$ cat config.mk
export PLATFORM = sky130hd
export DESIGN_NAME = nvca_top
export DESIGN_NICKNAME = d
export VERILOG_FILES = /design/src/rtl/nvca_top.v
export VERILOG_INCLUDE_DIRS = /design/src /design/src/rtl
export SDC_FILE = /design/constraint.sdc
export NUM_CORES = 2
export LEC_CHECK = 0
export ABC_CLOCK_PERIOD_IN_PS = 6700
export BUFFER_PORTS_ARGS = -buffer_cell sky130_fd_sc_hd__buf_2
export CAP_MARGIN = 20
export CORE_UTILIZATION = 60
export DETAILED_ROUTE_END_ITERATION = 8
export HOLD_SLACK_MARGIN = 0.02
export MAX_ROUTING_LAYER = met4
export PLACE_DENSITY_LB_ADDON = 0.1
export SYNTH_ARGS = -nofsm -noshare
export SYNTH_HDL_FRONTEND = slang
export SYNTH_SLANG_ARGS = --single-unit
$ cat constraint.sdc
create_clock -name clk -period 6.7 [get_ports clk]
set_input_delay 1.34 -clock clk [delete_from_list [all_inputs] [get_ports clk]]
set_output_delay 1.34 -clock clk [all_outputs]
set_load 0.05 [all_outputs]
$ cat src/rtl/nvca_regs.vh
// Behaviour
// Table stores fill holding register only
// Go bit programs block, stalls CPU
// Reset or watchdog abort sets store fault
// Go bit blocked unless store arm set
// Unlock sequence must immediately precede go
// Hardware never clears store arm bit
// Region 01 or 11 selects ID space
// User ID and config ranges read/write
// Device/revision ID range is read only
// Table fetch copies byte, CPU stalls
// Fetch outside defined ranges returns zero
// Software loads pointer and latch first
// Locked or invalid config write faults
// Config byte write starts immediately, stalls
// Completion clears go, sets done flag
// New config applies when CPU resumes
// Done flag stays until software clears
// Unlock key register reads zero
// Unlock is 55h then AAh consecutively
`ifndef NVCA_REGS_VH
`define NVCA_REGS_VH

// --------------------
// Register byte offsets.
// --------------------
`define NVCA_OFS_CTRL    12'h000
`define NVCA_OFS_UNLOCK  12'h004
`define NVCA_OFS_TPTR    12'h008
`define NVCA_OFS_TLAT    12'h00C
`define NVCA_OFS_CMD     12'h010
`define NVCA_OFS_IRQ_STS 12'h014
`define NVCA_OFS_IRQ_MSK 12'h018

// --------------------
// Control register fields.
// --------------------
`define NVCA_CTRL_GO     0
`define NVCA_CTRL_ARM    1
`define NVCA_CTRL_FAULT  2
`define NVCA_CTRL_REG_LO 3
`define NVCA_CTRL_REG_HI 4
`define NVCA_CTRL_BUSY   5

// --------------------
// Command register fields and interrupt status fields.
// --------------------
`define NVCA_CMD_FETCH   0
`define NVCA_CMD_STORE   1
`define NVCA_IRQ_DONE    0
`define NVCA_IRQ_FAULT   1

// --------------------
// Region codes, unlock keys and address ranges.
// --------------------
`define NVCA_REGION_PFM  2'h2
`define NVCA_KEY_FIRST   8'h55
`define NVCA_KEY_SECOND  8'hAA
`define NVCA_UID_BASE    22'h200000
`define NVCA_UID_LAST    22'h20000F
`define NVCA_CFG_BASE    22'h300000
`define NVCA_CFG_LAST    22'h30000B
`define NVCA_DID_BASE    22'h3FFFFC
`define NVCA_DID_LAST    22'h3FFFFF

// --------------------
// Timing: times in ns and clock rate in MHz.
// --------------------
`define NVCA_CLK_MHZ     250
`define NVCA_T_PROG_NS   2000
`define NVCA_T_CFG_NS    1000
`define NVCA_T_FETCH_NS  8

`endif

$ cat src/rtl/nvca_top.v
// Our own choices: the APB slave port and the register offsets.
`timescale 1ns/1ps
`include "nvca_regs.vh"

module nvca_top #(
    parameter BLOCK_BYTES = 64,                                      // Holding register size.
    parameter PROG_CYC    = (`NVCA_T_PROG_NS * `NVCA_CLK_MHZ + 999) / 1000, // Block program time.
    parameter CFG_CYC     = (`NVCA_T_CFG_NS * `NVCA_CLK_MHZ + 999) / 1000,  // Config write time.
    parameter FETCH_CYC   = (`NVCA_T_FETCH_NS * `NVCA_CLK_MHZ + 999) / 1000, // Fetch stall time.
    parameter [31:0] DEV_ID_WORD = 32'h0000A5C3                      // Arbitrary identity value.
) (
    input  wire        clk,
    input  wire        rst,
    input  wire        psel,
    input  wire        penable,
    input  wire        pwrite,
    input  wire [11:0] paddr,
    input  wire [31:0] pwdata,
    output wire [31:0] prdata,
    output wire        pready,
    output wire        pslverr,
    input  wire        config_lock_bit,
    input  wire        external_reset_pin,
    input  wire        wdt_timeout,
    output wire        cpu_stall,
    output reg         pf_we,
    output reg  [21:0] pf_addr,
    output reg  [7:0]  pf_wdata,
    output wire [95:0] cfg_active,
    output wire        irq
);

    // --------------------
    // Local constants and state codes.
    // --------------------
    localparam AW = $clog2(BLOCK_BYTES);  // Holding register index width.
    localparam [2:0] ST_IDLE  = 3'h0;     // Nothing in progress.
    localparam [2:0] ST_SHIFT = 3'h1;     // Holding bytes pushed to the array.
    localparam [2:0] ST_PROG  = 3'h2;     // Block programming time.
    localparam [2:0] ST_CFG   = 3'h3;     // Config or user ID byte write.
    localparam [2:0] ST_FETCH = 3'h4;     // Table fetch in the ID space.
    localparam [1:0] UK_NONE  = 2'h0;     // No key seen.
    localparam [1:0] UK_HALF  = 2'h1;     // First key seen.
    localparam [1:0] UK_OPEN  = 2'h2;     // Both keys seen.

    // --------------------
    // Storage.
    // --------------------
    reg  [7:0]    hold_r [0:BLOCK_BYTES-1]; // Flash block holding register.
    reg  [7:0]    uid_r  [0:15];            // User ID bytes.
    reg  [7:0]    cfg_r  [0:11];            // Stored configuration bytes.
    reg  [95:0]   cfg_act_r;                // Configuration seen by the system.

    // --------------------
    // Control state.
    // --------------------
    reg           go_r;          // Write in progress bit.
    reg           arm_r;         // Store arm bit.
    reg           fault_r;       // Store fault flag.
    reg  [1:0]    region_r;      // Region select field.
    reg  [21:0]   tptr_r;        // Table pointer.
    reg  [7:0]    tlat_r;        // Table latch.
    reg  [1:0]    ukey_r;        // Unlock sequence progress.
    reg  [2:0]    st_r;          // Sequencer state.
    reg  [15:0]   cnt_r;         // Cycle counter.
    reg  [AW-1:0] idx_r;         // Holding register byte index.
    reg  [1:0]    sts_r;         // Interrupt status.
    reg  [1:0]    msk_r;         // Interrupt mask.

    // --------------------
    // APB decode.
    // --------------------
    wire        acc      = psel & penable;                  // Access phase.
    wire        wr       = acc & pwrite;                    // Write takes effect.
    wire        hit_ctrl = (paddr == `NVCA_OFS_CTRL);       // Control register.
    wire        hit_ukey = (paddr == `NVCA_OFS_UNLOCK);     // Unlock key register.
    wire        hit_tptr = (paddr == `NVCA_OFS_TPTR);       // Table pointer.
    wire        hit_tlat = (paddr == `NVCA_OFS_TLAT);       // Table latch.
    wire        hit_cmd  = (paddr == `NVCA_OFS_CMD);        // Command register.
    wire        hit_sts  = (paddr == `NVCA_OFS_IRQ_STS);    // Interrupt status.
    wire        hit_msk  = (paddr == `NVCA_OFS_IRQ_MSK);    // Interrupt mask.
    wire        mapped   = hit_ctrl | hit_ukey | hit_tptr | hit_tlat |
                           hit_cmd | hit_sts | hit_msk;     // Any known offset.
    wire        idle     = (st_r == ST_IDLE);               // Sequencer free.
    wire        id_space = region_r[0];
    wire        in_uid   = (tptr_r >= `NVCA_UID_BASE) && (tptr_r <= `NVCA_UID_LAST);
    wire        in_cfg   = (tptr_r >= `NVCA_CFG_BASE) && (tptr_r <= `NVCA_CFG_LAST);
    wire        in_did   = (tptr_r >= `NVCA_DID_BASE) && (tptr_r <= `NVCA_DID_LAST);

    // The go bit may only be raised from an idle sequencer, with the arm bit
    // already set by an earlier write and the unlock keys written just before.
    wire        go_req   = wr & hit_ctrl & pwdata[`NVCA_CTRL_GO] & idle;
    wire        go_ok    = go_req & arm_r & (ukey_r == UK_OPEN);
    wire        go_pfm   = go_ok & (region_r == `NVCA_REGION_PFM);
    wire        cfg_bad  = (in_cfg & ~config_lock_bit) | ~(in_cfg | in_uid);
    wire        go_id    = go_ok & id_space;
    wire        abort    = (external_reset_pin | wdt_timeout) & go_r;

    // A command write while the sequencer is busy is ignored.
    wire        cmd_fetch = wr & hit_cmd & pwdata[`NVCA_CMD_FETCH] & idle;
    wire        cmd_store = wr & hit_cmd & pwdata[`NVCA_CMD_STORE] & idle;

    // Completion events from the sequencer.
    wire        prog_end = (st_r == ST_PROG) && (cnt_r == 16'h0000);
    wire        cfg_end  = (st_r == ST_CFG) && (cnt_r == 16'h0000);
    wire        wr_done  = (prog_end | cfg_end) & ~abort;
    wire        fault_ev = abort | (go_id & cfg_bad);

    // --------------------
    // ID space read value for the table fetch.
    // --------------------
    reg [7:0] id_rd; // Byte addressed by the table pointer.
    always @* begin
        id_rd = 8'h00;
        if (in_uid) begin
            id_rd = uid_r[tptr_r[3:0]];
        end else if (in_cfg) begin
            id_rd = cfg_r[tptr_r[3:0]];
        end else if (in_did) begin
            id_rd = DEV_ID_WORD[8*tptr_r[1:0] +: 8];
        end
    end

    // --------------------
    // Unlock key tracker: any other write breaks the sequence.
    // --------------------
    reg [1:0] ukey_nxt; // Next unlock progress.
    always @* begin
        ukey_nxt = ukey_r;
        if (wr) begin
            if (hit_ukey && pwdata[7:0] == `NVCA_KEY_FIRST) begin
                ukey_nxt = UK_HALF;
            end else if (hit_ukey && pwdata[7:0] == `NVCA_KEY_SECOND &&
                         ukey_r == UK_HALF) begin
                ukey_nxt = UK_OPEN;
            end else begin
                ukey_nxt = UK_NONE;
            end
        end
    end

    // --------------------
    // Control register, table registers and interrupt registers.
    // --------------------
    always @(posedge clk) begin
        if (rst) begin
            go_r     <= 1'b0;
            arm_r    <= 1'b0;
            fault_r  <= 1'b0;
            region_r <= 2'h0;
            tptr_r   <= 22'h000000;
            tlat_r   <= 8'h00;
            ukey_r   <= UK_NONE;
            sts_r    <= 2'h0;
            msk_r    <= 2'h0;
        end else begin
            ukey_r <= ukey_nxt;
            // Software writes the arm bit, region and fault flag; only
            // software changes the arm bit.
            if (wr && hit_ctrl && idle) begin
                arm_r    <= pwdata[`NVCA_CTRL_ARM];
                region_r <= pwdata[`NVCA_CTRL_REG_HI:`NVCA_CTRL_REG_LO];
            end
            // Fault flag: hardware set wins over a software clear.
            if (fault_ev) begin
                fault_r <= 1'b1;
            end else if (wr && hit_ctrl) begin
                fault_r <= pwdata[`NVCA_CTRL_FAULT];
            end
            // Go bit: set on a valid start, cleared at the end or on abort.
            if (go_pfm || (go_id && !cfg_bad)) begin
                go_r <= 1'b1;
            end else if (wr_done || abort) begin
                go_r <= 1'b0;
            end
            // Table pointer and latch; fetch result lands in the latch.
            if (wr && hit_tptr && idle) begin
                tptr_r <= pwdata[21:0];
            end
            if ((st_r == ST_FETCH) && (cnt_r == 16'h0000)) begin
                tlat_r <= id_rd;
            end else if (wr && hit_tlat && idle) begin
                tlat_r <= pwdata[7:0];
            end
            // Sticky status bits, cleared by writing one; set wins.
            sts_r[`NVCA_IRQ_DONE]  <= wr_done |
                (sts_r[`NVCA_IRQ_DONE] & ~(wr & hit_sts & pwdata[`NVCA_IRQ_DONE]));
            sts_r[`NVCA_IRQ_FAULT] <= fault_ev |
                (sts_r[`NVCA_IRQ_FAULT] & ~(wr & hit_sts & pwdata[`NVCA_IRQ_FAULT]));
            if (wr && hit_msk) begin
                msk_r <= pwdata[1:0];
            end
        end
    end

    // --------------------
    // Holding register: table stores in flash region only buffer bytes.
    // --------------------
    genvar gi;
    generate
        for (gi = 0; gi < BLOCK_BYTES; gi = gi + 1) begin : g_hold
            always @(posedge clk) begin
                if (rst) begin
                    hold_r[gi] <= 8'hFF;
                end else if (cmd_store && (region_r == `NVCA_REGION_PFM) &&
                             (tptr_r[AW-1:0] == gi)) begin
                    hold_r[gi] <= tlat_r;
                end
            end
        end
    endgenerate

    // --------------------
    // Sequencer: block program, ID byte write and table fetch.
    // --------------------
    always @(posedge clk) begin
        if (rst) begin
            st_r     <= ST_IDLE;
            cnt_r    <= 16'h0000;
            idx_r    <= {AW{1'b0}};
            pf_we    <= 1'b0;
            pf_addr  <= 22'h000000;
            pf_wdata <= 8'h00;
        end else begin
            pf_we <= 1'b0;
            if (abort) begin
                st_r <= ST_IDLE;
            end else begin
                case (st_r)
                    ST_IDLE: begin
                        idx_r <= {AW{1'b0}};
                        if (go_pfm) begin
                            st_r <= ST_SHIFT;
                        end else if (go_id && !cfg_bad) begin
                            st_r  <= ST_CFG;
                            cnt_r <= CFG_CYC[15:0] - 16'h0001;
                        end else if (cmd_fetch && id_space) begin
                            st_r  <= ST_FETCH;
                            cnt_r <= FETCH_CYC[15:0] - 16'h0001;
                        end
                    end
                    ST_SHIFT: begin
                        // One holding byte goes to the array per cycle.
                        pf_we    <= 1'b1;
                        pf_addr  <= {tptr_r[21:AW], idx_r};
                        pf_wdata <= hold_r[idx_r];
                        idx_r    <= idx_r + {{(AW-1){1'b0}}, 1'b1};
                        if (idx_r == BLOCK_BYTES[AW-1:0] - {{(AW-1){1'b0}}, 1'b1}) begin
                            st_r  <= ST_PROG;
                            cnt_r <= PROG_CYC[15:0] - 16'h0001;
                        end
                    end
                    ST_PROG, ST_CFG, ST_FETCH: begin
                        // Timed phase; the done events act on the last count.
                        if (cnt_r == 16'h0000) begin
                            st_r <= ST_IDLE;
                        end else begin
                            cnt_r <= cnt_r - 16'h0001;
                        end
                    end
                    default: begin
                        st_r <= ST_IDLE;
                    end
                endcase
            end
        end
    end

    // --------------------
    // ID byte storage: written at the end of the timed write, with an
    // implicit erase, so the byte simply takes the latch value.
    // --------------------
    integer k;
    always @(posedge clk) begin
        if (rst) begin
            for (k = 0; k < 16; k = k + 1) begin
                uid_r[k] <= 8'hFF;
            end
            for (k = 0; k < 12; k = k + 1) begin
                cfg_r[k] <= 8'hFF;
            end
        end else if (cfg_end && !abort) begin
            if (in_uid) begin
                uid_r[tptr_r[3:0]] <= tlat_r;
            end else if (in_cfg) begin
                cfg_r[tptr_r[3:0]] <= tlat_r;
            end
        end
    end

    // --------------------
    // Active configuration: updated only once the stall is over.
    // --------------------
    always @(posedge clk) begin
        if (rst) begin
            cfg_act_r <= {96{1'b1}};
        end else if (idle) begin
            for (k = 0; k < 12; k = k + 1) begin
                cfg_act_r[8*k +: 8] <= cfg_r[k];
            end
        end
    end

    // --------------------
    // Read mux.
    // --------------------
    reg [31:0] rdata; // Selected read value.
    always @* begin
        rdata = 32'h00000000;
        if (hit_ctrl) begin
            rdata[`NVCA_CTRL_GO]    = go_r;
            rdata[`NVCA_CTRL_ARM]   = arm_r;
            rdata[`NVCA_CTRL_FAULT] = fault_r;
            rdata[`NVCA_CTRL_REG_HI:`NVCA_CTRL_REG_LO] = region_r;
            rdata[`NVCA_CTRL_BUSY]  = ~idle;
        end else if (hit_ukey) begin
            rdata = 32'h00000000;
        end else if (hit_tptr) begin
            rdata[21:0] = tptr_r;
        end else if (hit_tlat) begin
            rdata[7:0] = tlat_r;
        end else if (hit_sts) begin
            rdata[1:0] = sts_r;
        end else if (hit_msk) begin
            rdata[1:0] = msk_r;
        end
    end

    // --------------------
    // Outputs.
    // --------------------
    assign prdata     = (acc && !pwrite) ? rdata : 32'h00000000;
    assign pready     = 1'b1;
    assign pslverr    = acc & ~mapped;
    assign cpu_stall  = ~idle;
    assign cfg_active = cfg_act_r;
    assign irq        = |(sts_r & msk_r);

endmodule

# Yosys cells after proc, flatten, opt, wreduce, memory -nomap -nowiden
# Memories as Yosys holds them, arrays and structs flattened. A register that Yosys moved wholly into a read port is not among the register bits.
# Cells that the tools add are included.
# Widths: inputs -> output; s select.
[word_totals]
ff_bits = 89
mem_bits_rw = 736
in_bits = 52
out_inout_bits = 163
word_cells = 640
n_memories = 3
[mem_list]
columns = ["memory", "words", "width", "rd", "rd_ports_with_merged_regs", "wr", "line", "rtl"]
rows = [
  ["hold_r", 64, 8, 1, 1, 64, "nvca_top.v:49", "reg [7:0] hold_r [0:BLOCK_BYTES-1];"],
  ["uid_r", 16, 8, 1, 1, 16, "nvca_top.v:50", "reg [7:0] uid_r [0:15];"],
  ["cfg_r", 12, 8, 13, 13, 12, "nvca_top.v:51", "reg [7:0] cfg_r [0:11];"],
]
[op_classes]
add_sub_neg = 2
magnitude_cmp = 6
n_eq_ne = 85
shift = 1
muxes = 312
n_bitwise = 109
reduce_logical = 108
[ops]
columns = ["op", "n"]
rows = [
  ["$mux 8", 72],
  ["$mux 1", 210],
  ["$eq 6x6->1 const B", 33],
  ["$eq 6x5->1 const B", 16],
  ["$mux 16", 6],
  ["$logic_and 1x1->1", 85],
  ["$or 1x1->1", 77],
  ["$ge 22x22->1 const B", 3],
  ["$le 22x22->1 const B", 3],
  ["$eq 6x4->1 const B", 8],
  ["$pmux 16 s3", 1],
  ["$eq 12x5->1 const B", 3],
  ["$mux 32", 1],
  ["$shiftx 32x6->8 const A", 1],
  ["$and 1x1->1", 24],
  ["$eq 12x4->1 const B", 2],
  ["$eq 6x3->1 const B", 4],
  ["$mux 4", 6],
  ["$mux 22", 1],
  ["$logic_not 16->1", 1],
  ["$reduce_or 8->1", 2],
  ["$sub 16x1->16 const B", 1],
  ["$mux 3", 5],
  ["$mux 14", 1],
  ["32 further kinds", 57],
]

# Logic depth before layout (Yosys ltp)
[logic_depth]
ltp_word = 12
depth_mapped = 10
mapped_depth_nobuf = 8

# Least setup slack after synthesis
# No wires, ideal clock.
[synth_timing]
path_kind = "input-to-output"
from = "input paddr[9]"
to = "output prdata[2]"
arrival_time_ns = 3.670
t_required_ns = 5.360
slack_ns = 1.690
cell_stages = 4
n_path_buf = 0
path_cell_list = "or4_1 nor3_2 nand3_1 o21ai_0"
[synth_between]
elab_chain_len = 6
word_cells_on_any_way = 9
classes_between = "3 x eq/ne; 5 x mux; 1 x reduce/logical"
[synth_rtl]
columns = ["item", "line", "rtl"]
rows = [
  ["start, declared", "nvca_top.v:17", "input wire [11:0] paddr,"],
  ["$eq 12x4->1 (no source line)", "-", ""],
  ["$mux 6", "nvca_top.v:320", "end else if (hit_tlat) begin"],
  ["$mux 8", "nvca_top.v:318", "end else if (hit_tptr) begin"],
  ["$mux 22", "nvca_top.v:316", "end else if (hit_ukey) begin"],
  ["$mux 6 (*)", "nvca_top.v:310", "if (hit_ctrl) begin"],
  ["$mux 32 (*)", "nvca_top.v:332", "assign prdata = (acc && !pwrite) ? rdata : 32'h00000000;"],
  ["end, declared", "nvca_top.v:19", "output wire [31:0] prdata,"],
]
# Every way passes the cells marked *; elsewhere a longest branch is shown, timed or not.

# Worst setup path in the final report
[layout_timing]
from = "input paddr[9]"
to = "output prdata[16]"
[layout_between]
elab_chain_len = 5
word_cells_on_any_way = 7
classes_between = "2 x eq/ne; 4 x mux; 1 x reduce/logical"
[layout_rtl]
columns = ["item", "line"]
rows = [
  ["$eq 12x4->1 (no source line)", "-"],
  ["$mux 14", "nvca_top.v:318"],
  ["$mux 22", "nvca_top.v:316"],
  ["$mux 16 (*)", "nvca_top.v:310"],
  ["$mux 32 (*)", "nvca_top.v:332"],
]
# Marks and branches as above.

==> metrics.json <==
{
  "timing.reg2reg.setup_slack_ps": 2570,
  "hold_end": "pf_addr[1]$_SDFFE_PP0P_",
  "area.growth.synth_to_final_pct": 11.2,
  "critical_path.n_buffers_inverters": 2,
  "fmax_ghz": 0.185,
  "syn_area_mm2": 0.0430,
  "cts_post_setup_buffers_inserted": 0,
  "setup_slack_ps": 1300,
  "pin_count_of_the_biggest_net_entering_global_routing": 192,
  "postSynthAreaPerCell_um2": 12.4,
  "synth-seq-cells": 965,
  "p_int_mw": 9.99,
  "cts-htree-levels": 3,
  "setup_repair_after_global_routing_missed_its_margin": "no",
  "run_status": "finished, final reports clean",
  "multi_input_comb_area_mm2": 0.0148,
  "critical_path.top_delay_family": "simple AND/OR/NAND/NOR gates",
  "cp.required_ps": 5360,
  "via_per_inst": 6.47,
  "clockBufferDepth": 3,
  "critPathCaptureType": "primary output",
  "min-delay-start": "pf_addr[1]$_SDFFE_PP0P_",
  "synth-edff-count": 768,
  "report.final.setup_viol": 0,
  "slew_headroom_pct": 31.1,
  "globalRoute.totalOverflow": 0,
  "routed-via-count": 29549,
  "first_iter_violations": 3812,
  "cts_tree": "built",
  "sequentialPowerShare_pct": 53.1,
  "number_of_max_cap_violations": 0,
  "synthArstFlopShare_pct": 0,
  "critical_path.cell_chain": "buf_2 > or4_1 > nor3_2 > nand3_1 > nor2_1 > and2_1 > buf_2",
  "drive_gt1_share_pct": 17.6,
  "hold_viol_final": 0,
  "die-height_um": 270,
  "cts.repair.resized": 0,
  "worstHoldPathType": "register to register",
  "hpwlAfterDp_um": 81900,
  "power_frac_comb_pct": 3.7,
  "routability_congestion": 0.941,
  "yosysTopAreaCellShare_pct": 53.7,
  "powerDensity_mw_per_mm2": 267,
  "synth_flop_cell": "edfxtp_1",
  "shortest_period_the_worst_path_allows_ps": 5400,
  "cellLeakagePower_nw": 15.6,
  "critical_path.slowest_cell": "nor2_1",
  "number_of_hold_buffers_added_after_cts": 0,
  "clkTransAtPathRegs_ps": 60,
  "p_sw_share_pct": 21.5,
  "drt_drc_violations_left": 0,
  "cp.arrival_ps": 4060,
  "totalWireLength_um": 123000,
  "setup_tns_ps": 0,
  "grt_pass1_vias": 28403,
  "cells_on_worst_reg2reg_path": 6,
  "nNetsFinal": 3598,
  "routed_wire_length_per_instance_um": 26.9,
  "cts_inserted_buffers": 99,
  "clock_latency_ps": 650,
  "vdd_ir_drop_max_uv": 222,
  "antenna-diode-count": 0,
  "synth-seq-area-share_pct": 62.8,
  "ys_warnings": 0,
  "clock-root-buffer": "clkbuf_16",
  "initial_utilization_pct": 61.1,
  "boundaryPins": 215,
  "place_inst": 4378,
  "grt_usage_pct": 34.8,
  "ant_nets": 0,
  "ff_latch_area_mm2": 0.0270,
  "tightest_slew_ps": 1030,
  "yosys.cell_count.top_type": "nand2_1",
  "min_delay_path_depth": 2,
  "floorplan.die.width_um": 270,
  "syn-instance-count": 3462,
  "initial_antenna_violation_count": 0,
  "port_buffers": 193,
  "first_pass_iters": 6,
  "clock_skews_ps": 13.2,
  "worst_path_largest_cell_delay_ps": 680,
  "finish.cell_count_without_fillers": 4565,
  "fp-row-count": 97,
  "clkSinkCount": 965,
  "die_area_mm2": 0.0727,
  "critical_path_peak_fanout": 14,
  "grt_first_pass_wirelength_um": 182000,
  "total_switching_power_mw": 2.74,
  "core_region_area_mm2": 0.0704,
  "yosysUniqueCellTypes": 68,
  "timing_max_transition_violations_final": 0,
  "synth.top_cells.by_count": "nand2_1 (862), edfxtp_1 (768), or3_1 (236)",
  "final.fill_count": 5162,
  "synthDominantAreaCellType": "edfxtp_1",
  "dp_slack_ps": 1310,
  "critPathMostFrequentCell": "buf_2",
  "crit_path_start_kind": "primary input",
  "power.clock.fraction_pct": 43.2,
  "startpoint_of_the_worst_slack_reg_to_reg_timing_path": "cnt_r[6]$_SDFFE_PP0P_",
  "timing.setup.critical_path_class": "primary input to primary output",
  "crit-reg2reg-capture": "cfg_r[1][4]$_SDFFCE_PN1P_",
  "fin_crit_sh_pct": 80.6,
  "top_post_synthesis_cells_by_area": "edfxtp_1 (54%), mux4_2 (10%), dfxtp_1 (9.2%)"
}
## metrics by stage
stage | utilization [%] | hold WS, ps | total power [mW] | instance area (µm²)
2_1_floorplan | - | 446 | 7.17 | 43100
5_1_grt | 67.9 | 476 | 13.0 | 47800
3_5_place_dp | 63.2 | 447 | 7.35 | 44500
6_report | 67.9 | 453 | 12.7 | 47800
3_3_place_gp | 63.2 | 443 | 7.33 | 44500
4_1_cts | 67.7 | 455 | 12.8 | 47700
## worst register-to-register path, delay by kind of cell, from the launching register on
kind / cells / cell delay (ps)
flip-flops: 1 / 360
AO/OA/AOI/OAI: 1 / 690
buffers and inverters: 1 / 510
AND/OR/NAND/NOR: 4 / 2210
## placed cells by master, fill, tap and decap left out, drive strengths merged, types with 5 or more instances in the layout
cell / count
a2111oi: 6
a211oi: 27
a21o: 49
a21oi: 89
a221oi: 5
a22o: 7
a22oi: 39
and2: 18
and3: 5
buf: 251
bufinv: 8
clkbuf: 143
clkinv: 30
conb: 43
dfxtp: 197
edfxtp: 768
inv: 6
mux2: 6
mux2i: 39
mux4: 196
nand2: 862
nand2b: 11
nand3: 36
nand3b: 99
nand4: 13
nor2: 216
nor2b: 13
nor3: 34
nor4: 16
o21ai: 39
o21bai: 45
o22ai: 8
o31ai: 5
or3: 237
or4: 10
## cell families after synthesis
kind of cell / Yosys count / synth area share, %
compound gates: 343 / 5.36
xor+xnor: 3 / 0.0612
fa+ha+maj: 2 / 0.0582
buf+inv: 317 / 3.07
flops: 965 / 62.8
mux: 241 / 11.3
other cells: 2 / 0.0175
simple gates: 1589 / 17.2
## worst max-delay path by stage
stage	startpoint	endpoint	slack, ps	depth (start not counted)
after floorplan	paddr[9]	prdata[2]	1690	4
after global placement	paddr[9]	prdata[12]	1410	7
after detailed placement	paddr[9]	prdata[16]	1310	7
after CTS	paddr[9]	prdata[16]	1290	7
after global routing	paddr[9]	prdata[15]	1070	7
final	paddr[9]	prdata[16]	1300	7
## power groups by stage
| stage | clock network (mW) | registers (mW) | logic (mW) |
|---|---|---|---|
| final | 5.50 | 6.77 | 0.467 |
| after global routing | 5.74 | 6.78 | 0.486 |
| after CTS | 5.53 | 6.77 | 0.462 |
| after detailed placement | 0 | 6.89 | 0.461 |
| after global placement | 0 | 6.87 | 0.454 |
| after floorplan | 0 | 6.95 | 0.221 |
## cell type report
| type | instances | share of cell area, % |
|---|---|---|
| flip-flops and latches | 965 | 56.6 |
| multi-input cells | 2221 | 31.0 |
| clock buffers | 142 | 5.83 |
| repair buffers | 252 | 3.21 |
| well taps | 940 | 2.46 |
| clock inverters | 40 | 0.841 |
| inverters | 5 | 0.0393 |
## per-layer routing
metal | track usage, % | vias up | part of all wire [%]
met1 | 45.3 | 14763 | 38
li1 | - | 12828 | -
met5 | - | - | 0
met4 | 14.3 | 0 | 4.7
met3 | 4.99 | 298 | 9.1
met2 | 55.3 | 1660 | 49
## flip-flops by register name, indices dropped and copies added (netlist names), 2 cells and up, named ones only
register	flops
tlat_r	8
sts_r	2
idx_r	6
cfg_active	96
pf_addr	22
st_r	3
tptr_r	22
pf_wdata	8
cfg_r	128
msk_r	2
region_r	2
ukey_r	2
hold_r	512
cnt_r	16
uid_r	128
(Power assumes the default switching activity.)
